[config.mk]
export PLATFORM = sky130hd
export DESIGN_NAME = vcp_builder
export DESIGN_NICKNAME = d
export VERILOG_FILES = /design/src/include/vcp_pkg.sv /design/src/hdl/vcp_builder.sv /design/src/hdl/vcp_fixed_encoder.sv /design/src/hdl/vcp_time_counter.sv
export SDC_FILE = /design/constraint.sdc
export NUM_CORES = 1
export LEC_CHECK = 0
export BUFFER_PORTS_ARGS = -buffer_cell sky130_fd_sc_hd__buf_2
export CAP_MARGIN = 20
export CORE_AREA = 2 2 292 294
export DETAILED_ROUTE_END_ITERATION = 8
export DIE_AREA = 0 0 294 296
export SKIP_LAST_GASP = 1
export SYNTH_ARGS = -nofsm -noshare
export SYNTH_HDL_FRONTEND = slang
export SYNTH_SLANG_ARGS = --single-unit
[constraint.sdc]
create_clock -name pclk -period 5.4 [get_ports pclk]
set_input_delay 0.81 -clock pclk [delete_from_list [all_inputs] [get_ports pclk]]
set_output_delay 0.81 -clock pclk [all_outputs]
set_load 0.02 [all_outputs]
[src/include/vcp_pkg.sv]
// Function
// RQ1: Change bit plus each changed field's bit.
// RQ2: Bandwidth is 64-bit signed fixed-point hertz.
// RQ3: Bandwidth integer and fraction split across words.
// RQ4: Reference level: zero upper half, signed lower.
// RQ5: Reference level LSB is 1/128 dBm.
// RQ6: Reference level adjusted by front-end gain.
// RQ7: Frequency offset uses bandwidth's fixed-point format.
// RQ8: Extension header type 0101, flags zero.
// RQ9: Timestamp codes: UTC seconds, picosecond fraction.
// RQ10: Four-bit packet counter wraps to zero.
// RQ11: Size field counts every word sent.
// RQ12: Extension stream identifier fixed after header.
// RQ13: Seconds word counts UTC seconds since 1970.
// RQ14: Picoseconds restart when seconds advance.
// RQ15: Header, id, seconds, picoseconds, indicator, fields.
// RQ16: Extension indicator bits 31, 3, 1, 0.
// RQ17: Fields follow indicator bit order.
// RQ18: Swap bit set when converter channels exchanged.
// RQ19: Start identifiers are 32-bit unsigned words.
// RQ20: Words leave most significant byte first.
// RQ21: Digitizer context packets use type 0100.
// RQ22: Header word bit layout fixed.
// RQ23: Digitizer fields sent only when flagged.
package vcp_pkg;

	// Clock and timestamp timing
	localparam int          VCP_CLK_MHZ      = 250;
	localparam int          VCP_PS_PER_CLK   = 1000000 / VCP_CLK_MHZ;
	localparam logic [63:0] VCP_PS_PER_SEC   = 64'h0000_00E8_D4A5_1000;

	// Register byte offsets
	localparam int          VCP_ADDR_W       = 8;
	localparam logic [7:0]  VCP_OFS_CTRL     = 8'h00;
	localparam logic [7:0]  VCP_OFS_STATUS   = 8'h04;
	localparam logic [7:0]  VCP_OFS_BW_LO    = 8'h08;
	localparam logic [7:0]  VCP_OFS_BW_HI    = 8'h0C;
	localparam logic [7:0]  VCP_OFS_BW_FRAC  = 8'h10;
	localparam logic [7:0]  VCP_OFS_FO_LO    = 8'h14;
	localparam logic [7:0]  VCP_OFS_FO_HI    = 8'h18;
	localparam logic [7:0]  VCP_OFS_FO_FRAC  = 8'h1C;
	localparam logic [7:0]  VCP_OFS_REF      = 8'h20;
	localparam logic [7:0]  VCP_OFS_STREAM   = 8'h24;
	localparam logic [7:0]  VCP_OFS_SWEEP    = 8'h28;
	localparam logic [7:0]  VCP_OFS_UTC_SEC  = 8'h2C;

	// Control register fields
	localparam int          VCP_CTRL_DIG     = 0;
	localparam int          VCP_CTRL_EXT     = 1;
	localparam int          VCP_CTRL_SWAP    = 2;

	// Header field values
	localparam logic [3:0]  VCP_TYPE_DIG     = 4'h4;
	localparam logic [3:0]  VCP_TYPE_EXT     = 4'h5;
	localparam logic [1:0]  VCP_TSI_UTC      = 2'h1;
	localparam logic [1:0]  VCP_TSF_PICO     = 2'h2;
	localparam logic [31:0] VCP_EXT_SID      = 32'h9000_0004;
	localparam logic [31:0] VCP_DIG_SID_DEF  = 32'h9000_0002;

	// Indicator bit positions
	localparam int          VCP_IND_CHANGE   = 31;
	localparam int          VCP_IND_BW       = 29;
	localparam int          VCP_IND_FO       = 26;
	localparam int          VCP_IND_RL       = 24;
	localparam int          VCP_IND_SWAP     = 3;
	localparam int          VCP_IND_STREAM   = 1;
	localparam int          VCP_IND_SWEEP    = 0;

	// Packet sizing
	localparam logic [3:0]  VCP_FIXED_WORDS  = 4'h6;
	localparam int          VCP_MAX_WORDS    = 11;
	localparam logic [15:0] VCP_REF_RSVD     = 16'h0000;

	typedef struct packed {
		logic [3:0]  pkt_type;
		logic        class_flag;
		logic [1:0]  rsvd;
		logic        tsm;
		logic [1:0]  tsi;
		logic [1:0]  tsf;
		logic [3:0]  count;
		logic [15:0] size;
	} vcp_header_t;

	typedef struct packed {
		logic [43:0] int_hz;
		logic [19:0] frac;
	} vcp_fix64_t;

	typedef struct packed {
		logic [31:0] seconds;
		logic [63:0] picos;
	} vcp_time_t;

	typedef enum logic [0:0] {
		VCP_IDLE = 1'b0,
		VCP_SEND = 1'b1
	} vcp_state_t;

	// Header layout shared by both packet classes
	function automatic logic [31:0] vcp_pack_header(
		input logic [3:0]  t,
		input logic [3:0]  c,
		input logic [15:0] s);
		vcp_header_t h;
		h.pkt_type   = t;
		h.class_flag = 1'b0;
		h.rsvd       = 2'h0;
		h.tsm        = 1'b0;
		h.tsi        = VCP_TSI_UTC;
		h.tsf        = VCP_TSF_PICO;
		h.count      = c;
		h.size       = s;
		return h;
	endfunction

endpackage

[src/hdl/vcp_builder.sv]
`timescale 1ns/10ps
module vcp_builder #(
	parameter logic [63:0] PS_PER_SEC    = vcp_pkg::VCP_PS_PER_SEC,
	parameter logic [31:0] DIG_STREAM_ID = vcp_pkg::VCP_DIG_SID_DEF
) (
	input  wire logic                         pclk,
	input  wire logic                         presetn,
	input  wire logic [vcp_pkg::VCP_ADDR_W-1:0] paddr,
	input  wire logic                         psel,
	input  wire logic                         penable,
	input  wire logic                         pwrite,
	input  wire logic [31:0]                  pwdata,
	output logic [31:0]                       prdata,
	output logic                              pready,
	output logic                              pslverr,
	input  wire logic [15:0]                  rfe_gain,
	output logic [31:0]                       tx_data,
	output logic                              tx_valid,
	output logic                              tx_last,
	input  wire logic                         tx_ready
);
	import vcp_pkg::*;

	vcp_state_t  state_reg;
	logic        wr_go;
	logic        rd_err;
	logic [31:0] rd_data;
	logic        start;
	logic        sel_dig;
	vcp_time_t   now;

	// Software visible configuration, plus the last sampled front-end gain
	vcp_fix64_t  bw_reg;
	vcp_fix64_t  fo_reg;
	logic [15:0] ref_nom_reg;
	logic [31:0] stream_id_reg;
	logic [31:0] sweep_id_reg;
	logic        channel_swap_flag;
	logic [15:0] gain_prev_reg;

	// Requests and pending-change flags
	logic        req_dig_reg;
	logic        req_ext_reg;
	logic        pend_bw_reg;
	logic        pend_fo_reg;
	logic        pend_rl_reg;
	logic        pend_swap_reg;
	logic        stream_start_flag;
	logic        sweep_start_flag;

	// Packet assembly
	logic [3:0]  dig_cnt_reg;
	logic [3:0]  ext_cnt_reg;
	logic [3:0]  idx_reg;
	logic [3:0]  len_reg;
	logic [3:0]  build_len;
	logic [31:0] build_words [VCP_MAX_WORDS];
	logic [31:0] pkt_mem     [VCP_MAX_WORDS];
	logic [31:0] bw_hi;
	logic [31:0] bw_lo;
	logic [31:0] fo_hi;
	logic [31:0] fo_lo;
	logic [15:0] ref_adj;

	vcp_fixed_encoder u_bw_enc (
		.val_clk_unused_n (1'b0),
		.val              (bw_reg),
		.word_hi          (bw_hi),
		.word_lo          (bw_lo)
	);

	vcp_fixed_encoder u_fo_enc (
		.val_clk_unused_n (1'b0),
		.val              (fo_reg),
		.word_hi          (fo_hi),
		.word_lo          (fo_lo)
	);

	vcp_time_counter #(
		.PS_PER_SEC (PS_PER_SEC),
		.PS_STEP    (64'(VCP_PS_PER_CLK))
	) u_time (
		.pclk      (pclk),
		.presetn   (presetn),
		.load_sec  (wr_go && paddr == VCP_OFS_UTC_SEC),
		.sec_value (pwdata),
		.now       (now)
	);

	// One wait state: pready is a flop so every bus answer is registered
	assign wr_go = psel && penable && pwrite && pready;

	always_ff @(posedge pclk or negedge presetn) begin
		if (!presetn) begin
			pready  <= 1'b0;
			prdata  <= 32'h0;
			pslverr <= 1'b0;
		end else begin
			pready  <= psel && penable && !pready;
			pslverr <= psel && penable && !pready && rd_err;
			if (psel && penable && !pready && !pwrite) begin
				prdata <= rd_data;
			end else begin
				prdata <= 32'h0;
			end
		end
	end

	// Read decode; unmapped offsets answer zero with an error
	always_comb begin
		rd_data = 32'h0;
		rd_err  = 1'b0;
		unique case (paddr)
			VCP_OFS_CTRL:    rd_data = {29'h0, channel_swap_flag, 2'h0};
			VCP_OFS_STATUS:  rd_data = {8'h0, ext_cnt_reg, dig_cnt_reg,
				7'h0, req_ext_reg, req_dig_reg, pend_bw_reg, pend_fo_reg,
				pend_rl_reg, pend_swap_reg, stream_start_flag,
				sweep_start_flag, state_reg == VCP_SEND};
			VCP_OFS_BW_LO:   rd_data = bw_reg.int_hz[31:0];
			VCP_OFS_BW_HI:   rd_data = {20'h0, bw_reg.int_hz[43:32]};
			VCP_OFS_BW_FRAC: rd_data = {12'h0, bw_reg.frac};
			VCP_OFS_FO_LO:   rd_data = fo_reg.int_hz[31:0];
			VCP_OFS_FO_HI:   rd_data = {20'h0, fo_reg.int_hz[43:32]};
			VCP_OFS_FO_FRAC: rd_data = {12'h0, fo_reg.frac};
			VCP_OFS_REF:     rd_data = {VCP_REF_RSVD, ref_nom_reg};
			VCP_OFS_STREAM:  rd_data = stream_id_reg;
			VCP_OFS_SWEEP:   rd_data = sweep_id_reg;
			VCP_OFS_UTC_SEC: rd_data = now.seconds;
			default:         rd_err  = 1'b1;
		endcase
	end

	// Context values written by software
	always_ff @(posedge pclk or negedge presetn) begin
		if (!presetn) begin
			bw_reg            <= '0;
			fo_reg            <= '0;
			ref_nom_reg       <= 16'h0;
			stream_id_reg     <= 32'h0;
			sweep_id_reg      <= 32'h0;
			channel_swap_flag <= 1'b0;
		end else if (wr_go) begin
			unique case (paddr)
				VCP_OFS_CTRL:    channel_swap_flag <= pwdata[VCP_CTRL_SWAP];
				VCP_OFS_BW_LO:   bw_reg.int_hz[31:0]  <= pwdata;
				VCP_OFS_BW_HI:   bw_reg.int_hz[43:32] <= pwdata[11:0];
				VCP_OFS_BW_FRAC: bw_reg.frac          <= pwdata[19:0];
				VCP_OFS_FO_LO:   fo_reg.int_hz[31:0]  <= pwdata;
				VCP_OFS_FO_HI:   fo_reg.int_hz[43:32] <= pwdata[11:0];
				VCP_OFS_FO_FRAC: fo_reg.frac          <= pwdata[19:0];
				VCP_OFS_REF:     ref_nom_reg   <= pwdata[15:0];
				VCP_OFS_STREAM:  stream_id_reg <= pwdata;       // RQ19
				VCP_OFS_SWEEP:   sweep_id_reg  <= pwdata;       // RQ19
				default:         ;
			endcase
		end
	end

	// Gain history; a gain step alone also marks the reference level dirty
	always_ff @(posedge pclk or negedge presetn) begin
		if (!presetn) begin
			gain_prev_reg <= 16'h0;
		end else begin
			gain_prev_reg <= rfe_gain;
		end
	end

	// Pending flags: clear on the packet that carries them, set wins
	always_ff @(posedge pclk or negedge presetn) begin
		if (!presetn) begin
			req_dig_reg       <= 1'b0;
			req_ext_reg       <= 1'b0;
			pend_bw_reg       <= 1'b0;
			pend_fo_reg       <= 1'b0;
			pend_rl_reg       <= 1'b0;
			pend_swap_reg     <= 1'b0;
			stream_start_flag <= 1'b0;
			sweep_start_flag  <= 1'b0;
		end else begin
			if (start && sel_dig) begin
				req_dig_reg <= 1'b0;
				pend_bw_reg <= 1'b0;
				pend_fo_reg <= 1'b0;
				pend_rl_reg <= 1'b0;
			end
			if (start && !sel_dig) begin
				req_ext_reg       <= 1'b0;
				pend_swap_reg     <= 1'b0;
				stream_start_flag <= 1'b0;
				sweep_start_flag  <= 1'b0;
			end
			if (rfe_gain != gain_prev_reg) begin
				pend_rl_reg <= 1'b1;                          // RQ1
			end
			if (wr_go) begin
				unique case (paddr)
					VCP_OFS_CTRL: begin
						if (pwdata[VCP_CTRL_DIG]) req_dig_reg <= 1'b1;
						if (pwdata[VCP_CTRL_EXT]) req_ext_reg <= 1'b1;
						if (pwdata[VCP_CTRL_SWAP] != channel_swap_flag) begin
							pend_swap_reg <= 1'b1;                // RQ1
						end
					end
					VCP_OFS_BW_LO, VCP_OFS_BW_HI, VCP_OFS_BW_FRAC:
						pend_bw_reg <= 1'b1;                      // RQ1
					VCP_OFS_FO_LO, VCP_OFS_FO_HI, VCP_OFS_FO_FRAC:
						pend_fo_reg <= 1'b1;                      // RQ1
					VCP_OFS_REF:    pend_rl_reg       <= 1'b1;
					VCP_OFS_STREAM: stream_start_flag <= 1'b1;
					VCP_OFS_SWEEP:  sweep_start_flag  <= 1'b1;
					default:        ;
				endcase
			end
		end
	end

	// Reported level drops by the front-end gain, both in 1/128 units
	assign ref_adj = ref_nom_reg - rfe_gain;                  // RQ6 RQ5

	// Digitizer first; waiting for the last word to leave keeps a gap cycle
	assign sel_dig = req_dig_reg;
	assign start   = state_reg == VCP_IDLE && !tx_valid &&
		(req_dig_reg || req_ext_reg);

	// Assemble the whole packet in one go; fields follow indicator order
	always_comb begin
		logic [3:0]  n;
		logic [31:0] ind;
		n   = VCP_FIXED_WORDS;
		ind = 32'h0;
		for (int i = 0; i < VCP_MAX_WORDS; i++) begin
			build_words[i] = 32'h0;
		end
		build_words[2] = now.seconds;                         // RQ15
		build_words[3] = now.picos[63:32];
		build_words[4] = now.picos[31:0];
		if (sel_dig) begin
			build_words[1] = DIG_STREAM_ID;
			ind[VCP_IND_CHANGE] = pend_bw_reg || pend_fo_reg || pend_rl_reg;
			ind[VCP_IND_BW] = pend_bw_reg;
			ind[VCP_IND_FO] = pend_fo_reg;
			ind[VCP_IND_RL] = pend_rl_reg;
			if (pend_bw_reg) begin                            // RQ23
				build_words[n] = bw_hi;
				build_words[n + 4'h1] = bw_lo;
				n = n + 4'h2;
			end
			if (pend_fo_reg) begin                            // RQ7
				build_words[n] = fo_hi;
				build_words[n + 4'h1] = fo_lo;
				n = n + 4'h2;
			end
			if (pend_rl_reg) begin                            // RQ4
				build_words[n] = {VCP_REF_RSVD, ref_adj};
				n = n + 4'h1;
			end
			build_words[0] = vcp_pack_header(VCP_TYPE_DIG,   // RQ21
				dig_cnt_reg, {12'h0, n});
		end else begin
			build_words[1] = VCP_EXT_SID;                     // RQ12
			ind[VCP_IND_CHANGE] = pend_swap_reg || stream_start_flag ||
				sweep_start_flag;                              // RQ16
			ind[VCP_IND_SWAP]   = channel_swap_flag;          // RQ18
			ind[VCP_IND_STREAM] = stream_start_flag;
			ind[VCP_IND_SWEEP]  = sweep_start_flag;
			if (stream_start_flag) begin                      // RQ17
				build_words[n] = stream_id_reg;
				n = n + 4'h1;
			end
			if (sweep_start_flag) begin
				build_words[n] = sweep_id_reg;
				n = n + 4'h1;
			end
			build_words[0] = vcp_pack_header(VCP_TYPE_EXT,   // RQ8 RQ9 RQ22
				ext_cnt_reg, {12'h0, n});                       // RQ11
		end
		build_words[5] = ind;
		build_len      = n;
	end

	// Snapshot memory; no reset needed, it is read only after a start
	always_ff @(posedge pclk) begin
		if (start) begin
			pkt_mem <= build_words;
		end
	end

	// Sequencer and word output; tx_data[31:24] is the first byte on wire
	always_ff @(posedge pclk or negedge presetn) begin
		if (!presetn) begin
			state_reg   <= VCP_IDLE;
			idx_reg     <= 4'h0;
			len_reg     <= 4'h0;
			dig_cnt_reg <= 4'h0;
			ext_cnt_reg <= 4'h0;
			tx_data     <= 32'h0;
			tx_valid    <= 1'b0;
			tx_last     <= 1'b0;
		end else begin
			unique case (state_reg)
				VCP_IDLE: begin
					if (tx_ready) begin
						tx_valid <= 1'b0;
						tx_last  <= 1'b0;
					end
					if (start) begin
						len_reg   <= build_len;
						idx_reg   <= 4'h0;
						state_reg <= VCP_SEND;
						if (sel_dig) begin
							dig_cnt_reg <= dig_cnt_reg + 4'h1;       // RQ10
						end else begin
							ext_cnt_reg <= ext_cnt_reg + 4'h1;       // RQ10
						end
					end
				end
				VCP_SEND: begin
					if (!tx_valid || tx_ready) begin
						tx_data  <= pkt_mem[idx_reg];                // RQ20
						tx_valid <= 1'b1;
						tx_last  <= idx_reg == len_reg - 4'h1;
						if (idx_reg == len_reg - 4'h1) begin
							state_reg <= VCP_IDLE;
						end else begin
							idx_reg <= idx_reg + 4'h1;
						end
					end
				end
			endcase
		end
	end

endmodule // vcp_builder

[src/hdl/vcp_fixed_encoder.sv]
`timescale 1ns/10ps
module vcp_fixed_encoder (
	input  wire logic              val_clk_unused_n,
	input  wire vcp_pkg::vcp_fix64_t val,
	output logic [31:0]            word_hi,
	output logic [31:0]            word_lo
);
	import vcp_pkg::*;

	// Integer bits 43:12 lead; the low word holds int 11:0 over the fraction
	assign word_hi = val.int_hz[43:12];                   // RQ3
	assign word_lo = {val.int_hz[11:0], val.frac};        // RQ2

endmodule // vcp_fixed_encoder

[src/hdl/vcp_time_counter.sv]
`timescale 1ns/10ps
module vcp_time_counter #(
	parameter logic [63:0] PS_PER_SEC = vcp_pkg::VCP_PS_PER_SEC,
	parameter logic [63:0] PS_STEP    = 64'(vcp_pkg::VCP_PS_PER_CLK)
) (
	input  wire logic              pclk,
	input  wire logic              presetn,
	input  wire logic              load_sec,
	input  wire logic [31:0]       sec_value,
	output vcp_pkg::vcp_time_t     now
);
	import vcp_pkg::*;

	logic [63:0] pico_sum;

	assign pico_sum = now.picos + PS_STEP;

	// Seconds advance on the picosecond wrap; remainder keeps long-term rate
	always_ff @(posedge pclk or negedge presetn) begin
		if (!presetn) begin
			now <= '0;
		end else if (load_sec) begin
			now.seconds <= sec_value;                     // RQ13
			now.picos   <= 64'h0;
		end else if (pico_sum >= PS_PER_SEC) begin
			now.seconds <= now.seconds + 32'h1;
			now.picos   <= pico_sum - PS_PER_SEC;         // RQ14
		end else begin
			now.picos   <= pico_sum;
		end
	end

endmodule // vcp_time_counter

==> results of run 1 <==
==> worst reg2reg max path, delay by kind of cell (launching register included) <==
family | cells | cell delay [ns]
DFF | 1 | 0.54
buffers and inverters | 2 | 0.59
and+or+nand+nor | 6 | 1.79
AOI/OAI and AO/OA | 3 | 1.37
xor gates and xnor gates | 2 | 0.60
==> final cells by class <==
class / count / area [µm²]
fillers: 7874 / 46700
flip-flops and latches: 666 / 18000
multi-input cells: 2029 / 14300
clock buffers: 105 / 2110
well taps: 1090 / 1360
repair buffers: 200 / 1280
clock inverters: 30 / 287
inverters: 55 / 214
diodes: 6 / 15.0
==> through the flow <==
stage / worst slack (ns) / cells / hold slack (ns) / instance area, µm² / total power [mW]
2_1_floorplan: 0.584 / 2988 / 0.423 / 33400 / 9.52
3_3_place_gp: 0.604 / 4039 / 0.457 / 35100 / 11.4
3_5_place_dp: 0.484 / 4039 / 0.454 / 35100 / 11.4
4_1_cts: 0.469 / 4174 / 0.117 / 37500 / 16.5
5_1_grt: 0.0424 / 4175 / 0.148 / 37500 / 17.2
6_report: 0.358 / 4181 / 0.125 / 37600 / 16.6
==> synthesized netlist by cell type, types with 34 or more instances <==
library cell | count | area, µm²
a21oi_1 | 95 | 475
a221oi_1 | 34 | 298
a222oi_1 | 36 | 360
a22oi_1 | 134 | 1010
a31oi_1 | 44 | 275
and2_1 | 81 | 507
clkbuf_1 | 172 | 646
dfrtp_1 | 409 | 10200
edfxtp_1 | 257 | 7720
inv_1 | 52 | 195
mux2_2 | 240 | 2700
mux2i_1 | 65 | 651
nand2_1 | 275 | 1030
nand3_1 | 42 | 210
nand4_1 | 35 | 219
nor2_1 | 219 | 822
nor3_1 | 52 | 260
o21ai_0 | 151 | 756
xnor2_1 | 97 | 850
xor2_1 | 62 | 543
==> routing by layer <==
layer  vias up  wire [µm]
li1      11100          -
met1     13100      50700
met2      1589      53900
met3       288      13600
met4         6       5360
met5         -         34
==> where the power goes <==
part	total, mW	switching (mW)	leakage [nW]	internal (mW)
Clock	5.11	2.17	1.19	2.94
Sequential	6.53	0.765	7.71	5.77
Combinational	4.94	3.27	6.21	1.67
==> how the worst min path moves through the flow <==
stage / startpoint / end / slack [ns]
3_3_place_gp: tx_data[22] / tx_data[22] / 0.46
4_1_cts: presetn / u_time.now[90] / 0.12
5_1_grt: presetn / u_time.now[85] / 0.15
6_report: presetn / u_time.now[90] / 0.13
2_1_floorplan: u_time.now[55] / pkt_mem[247] / 0.42
3_5_place_dp: u_time.now[63] / pkt_mem[255] / 0.45
==> cells by family (layout without fill, tap and decap cells) <==
family	count (synthesis)	count (layout)	synth area share, %
mux	314	314	10.7
simple gates	846	846	12.4
compound gates	681	681	14.3
flops	666	666	53.8
xor+xnor	159	159	4.17
buf+inv	293	390	3.55
other cells	0	6	0
fa+ha+maj	29	29	1.11
==> results_dict.tcl, run 1 <==
set metrics [dict create \
    outcome "finished clean" \
    required_ns 5.90 \
    routedWlPerCell_um 29.5 \
    rows 107 \
    grt_usage_pct 28.1 \
    crit_path_max_incr_delay_ns 1.09 \
    critical_path.startpoint "u_time.now[12]" \
    ys_seq_area_share_pct 53.8 \
    clock_sinks 666 \
    rrSetupSlack_ns 0.36 \
    grt_use_met1_pct 39.1 \
    synth_nets 3079 \
    cts_made_buffers 74 \
    fp.dieArea_mm2 0.0870 \
    grt_pass1_wl_um 177000 \
    final_net_count 3117 \
    grt_pass1_vias 24300 \
    peakVddDrop_v 0.000241 \
    met3_usage_pct 7.07 \
    p_per_area_mw_per_mm2 441 \
    met2_usage_pct 42.0 \
    area_growth_syn_to_layout_pct 12.5 \
    crit_chain "and4_1 > nand2_1 > or4_1 > xnor2_1 > nand2_1 > and4b_1 > o31ai_4 > a221oi_4 > buf_4 > buf_4 > o221ai_1 > xnor2_1 > nor2_1" \
    cp-end-kind "flip-flop" \
    syn-mean-instance-area_um2 11.2 \
    path_class "flip-flop to flip-flop" \
    clkTransAtPathRegs_ns 0.07 \
    postRouteAntennaNets 0 \
    port_buffers 129 \
    fin_util_pct 44.6 \
    worstPathArrival_ns 5.54 \
    grt_max_degree 136 \
    hold_violations 0 \
    max_cap_viol_count 0 \
    largest_reg_flops 257 \
    period_needed_ns 5.04 \
    layout_common_cells "dfrtp_1 (407), nand2_1 (273), edfxtp_1 (257)" \
    start_kind "flip-flop" \
    synth_cell_types 93 \
    cts_buffer_depth 3 \
    cts_hold_buffers 0 \
    drcViolationCount 0 \
    place_hpwl_um 87400 \
    cp_num_cells 13 \
    ys_ff_latch 666 \
    async_flop_share_pct 61.4 \
    place_congestion 0.978 \
    cts-root-buf "clkbuf_16" \
    start_util_pct 39.6 \
    mostFrequentLayoutCell "dfrtp_1" \
    synth_edf_count 257 \
    insertion_delay_ns 0.64 \
    worst_slew_margin_rel_pct 8.05 \
    worstMarginPinSlew_ns 1.38 \
    ys.flop_type "dfrtp_1" \
    drive_above_1_share_pct 20.1 \
    routed_wl_um 123000 \
    fmax_mhz 198 \
    top_regs "pkt_mem x257, u_time.now x91" \
    post_cts_buffers 0 \
    cts_tree "yes" \
    grt-ovfl-total 0 \
    p_leak_nw 15.1 \
    setup_viol 0 \
    worstReg2RegStart "u_time.now[12]" \
    critPathTopFamily "simple AND/OR/NAND/NOR gates" \
    rsz0062_at_grt "false" \
    netlist_instances 2988 \
    die_height_um 296 \
    antenna_found_initial 8 \
    skew_ns 0.0415 \
    crit_end "u_time.now[33]" \
    num_vias 26100 \
    fin_tns_setup_ns 0 \
    viasPerCell 6.25 \
    drv_slew 0 \
    reg2reg_to "u_time.now[33]" \
    synth.cell_area_mm2 0.0334 \
    drt_first_pass_iters 9 \
    ctsHtreeMaxLevel 3 \
    r2r_cells 13 \
    fin_crit_sh_pct 93.4 \
    first_iter_violations 3551 \
    busiest_layer "met2" \
    io_pins 130 \
    ys_warn_count 0 \
    crit_slowest_cell "a221oi_4" \
    min_path_type "input port to async pin" \
    crit_buf_inv 2 \
    coreArea_mm2 0.0842 \
    post_cts_resized 0 \
    regMostFlops "pkt_mem" \
    crit_fanout 23 \
    fp.dieW_um 294 \
]
No activity file was read; power rests on OpenSTA's default activity.
==> run 2: changes to the inputs <==
- CORE_AREA: 2 2 292 294 -> 2 2 298 300
- DIE_AREA: 0 0 294 296 -> 0 0 300 302
- SYNTH_HIERARCHICAL: unset -> 1
==> results_dict.tcl, run 2 <==
set metrics [dict create \
    outcome "finished clean" \
    p_per_area_mw_per_mm2 406 \
    worstPathArrival_ns 5.51 \
    grt_usage_pct 27.6 \
    path_class "flip-flop to flip-flop" \
    cts_buffer_depth 3 \
    rows 109 \
    final_cells 4257 \
    viasPerCell 6.22 \
    ys_warn_count 6 \
    place_hpwl_um 88800 \
    drcViolationCount 0 \
    coreArea_mm2 0.0876 \
    die_height_um 302 \
    setup_viol 0 \
    final_net_count 3117 \
    grt_pass1_vias 25200 \
    critPathTopFamily "simple AND/OR/NAND/NOR gates" \
    fmax_mhz 202 \
    max_cap_viol_count 0 \
    place_congestion 0.959 \
    crit_path_max_incr_delay_ns 0.58 \
    worstMarginPinSlew_ns 1.18 \
    cts_tree "yes" \
    whs_ns 0.225 \
    grt-ovfl-total 0 \
    drive_above_1_share_pct 19.8 \
    num_vias 26500 \
    postRouteAntennaNets 0 \
    rsz0062_at_grt "false" \
    first_iter_violations 3620 \
    io_pins 130 \
    p_leak_nw 15.5 \
    top_regs "pkt_mem x257, u_time/now x91" \
    skew_ns 0.0431 \
    antenna_found_initial 6 \
    synth.cell_area_mm2 0.0348 \
    period_needed_ns 4.96 \
    worst_slew_margin_rel_pct 20.9 \
    clkTransAtPathRegs_ns 0.06 \
    cp-end-kind "flip-flop" \
    crit_fanout 25 \
    area_growth_syn_to_layout_pct 9.74 \
    mostFrequentLayoutCell "dfrtp_1" \
    cts_hold_buffers 0 \
    netlist_instances 3108 \
    grt_pass1_wl_um 183000 \
    clock_sinks 666 \
    critPathMostFrequentCell "buf_4" \
    fp.dieW_um 300 \
    fin_crit_sh_pct 91.9 \
    post_cts_buffers 0 \
    cts-root-buf "clkbuf_16" \
    routedWlPerCell_um 29.7 \
    crit_slowest_cell "or4_4" \
    start_kind "flip-flop" \
    insertion_delay_ns 0.66 \
    total_power_mw 15.5 \
    peakVddDrop_v 0.000278 \
    start_util_pct 39.7 \
    drt_first_pass_iters 8 \
    syn-mean-instance-area_um2 11.2 \
    cts_made_buffers 77 \
    grt_max_degree 115 \
    port_buffers 129 \
    ctsHtreeMaxLevel 3 \
    min_path_type "input port to async pin" \
    crit_chain "ha_1 > nor3_1 > buf_4 > a2111oi_2 > o2111ai_1 > a21oi_1 > nor2_1 > or4_1 > or4_4 > nand4b_4 > buf_4 > o211ai_1 > or3_1 > a31oi_1" \
    required_ns 5.95 \
    crit_buf_inv 2 \
    fp.dieArea_mm2 0.0906 \
    largest_reg_flops 257 \
    hold_violations 0 \
    dp.cells 4111 \
    drv_slew 0 \
    regMostFlops "pkt_mem" \
    layout_common_cells "dfrtp_1 (407), edfxtp_1 (257), nand2_1 (251)" \
    routed_wl_um 126000 \
    fin_tns_setup_ns 0 \
]
-- run 2: cell type report --
class | count | area [µm²]
tap | 1165 | 1460
antenna | 2 | 5.00
clock inverter | 28 | 318
clock buffer | 115 | 2250
sequential | 666 | 18000
timing repair buffer | 205 | 1300
inverter | 43 | 161
fill | 8358 | 49400
multi-input combinational | 2033 | 14700
-- run 2: path summary, 6_finish.rpt --
kind / end / cells past startpoint / from / slack, ns
worst min-delay path: idx_reg[2] / 1 / presetn / 0.23
max in group asynchronous: bw_reg[8] / 2 / presetn / 3.98
worst min register to register: tx_data[13] / 2 / tx_data[13] / 0.47
worst max register to register: u_time/now[95] / 14 / u_time/now[5] / 0.44
min in group pclk: gain_prev_reg[3] / 1 / rfe_gain[3] / 0.31
worst max-delay path: u_time/now[95] / 14 / u_time/now[5] / 0.44
-- run 2: power breakdown --
group          internal [mW]  switching (mW)
combinational           1.45            2.44
clock                   3.10            2.22
sequential              5.61           0.668
total                   10.2            5.34
-- run 2: repair_timing --
| action | CTS | global route |
|---|---|---|
| resized for setup | 0 | 1 |
| endpoints found under the setup margin | 0 | 7 |
| hold endpoints to repair | 0 | 0 |
-- run 2: routing by layer --
metal | vias to the layer above | part of all wire (%) | GRT usage (%)
met1 | 13300 | 41 | 39.1
met4 | 8 | 4.4 | 10.5
met2 | 1609 | 44 | 42.1
li1 | 11300 | - | -
met5 | - | 0.036 | 0
met3 | 289 | 10 | 5.31
-- run 2: through the flow --
step	area [µm²]	setup WS, ns	utilization [%]
CTS	38200	0.287	43.6
floorplan	34800	0.363	-
global route	38200	0.157	43.6
global placement	35600	0.394	40.7
finish	38200	0.438	43.6
detailed placement	35600	0.340	40.7
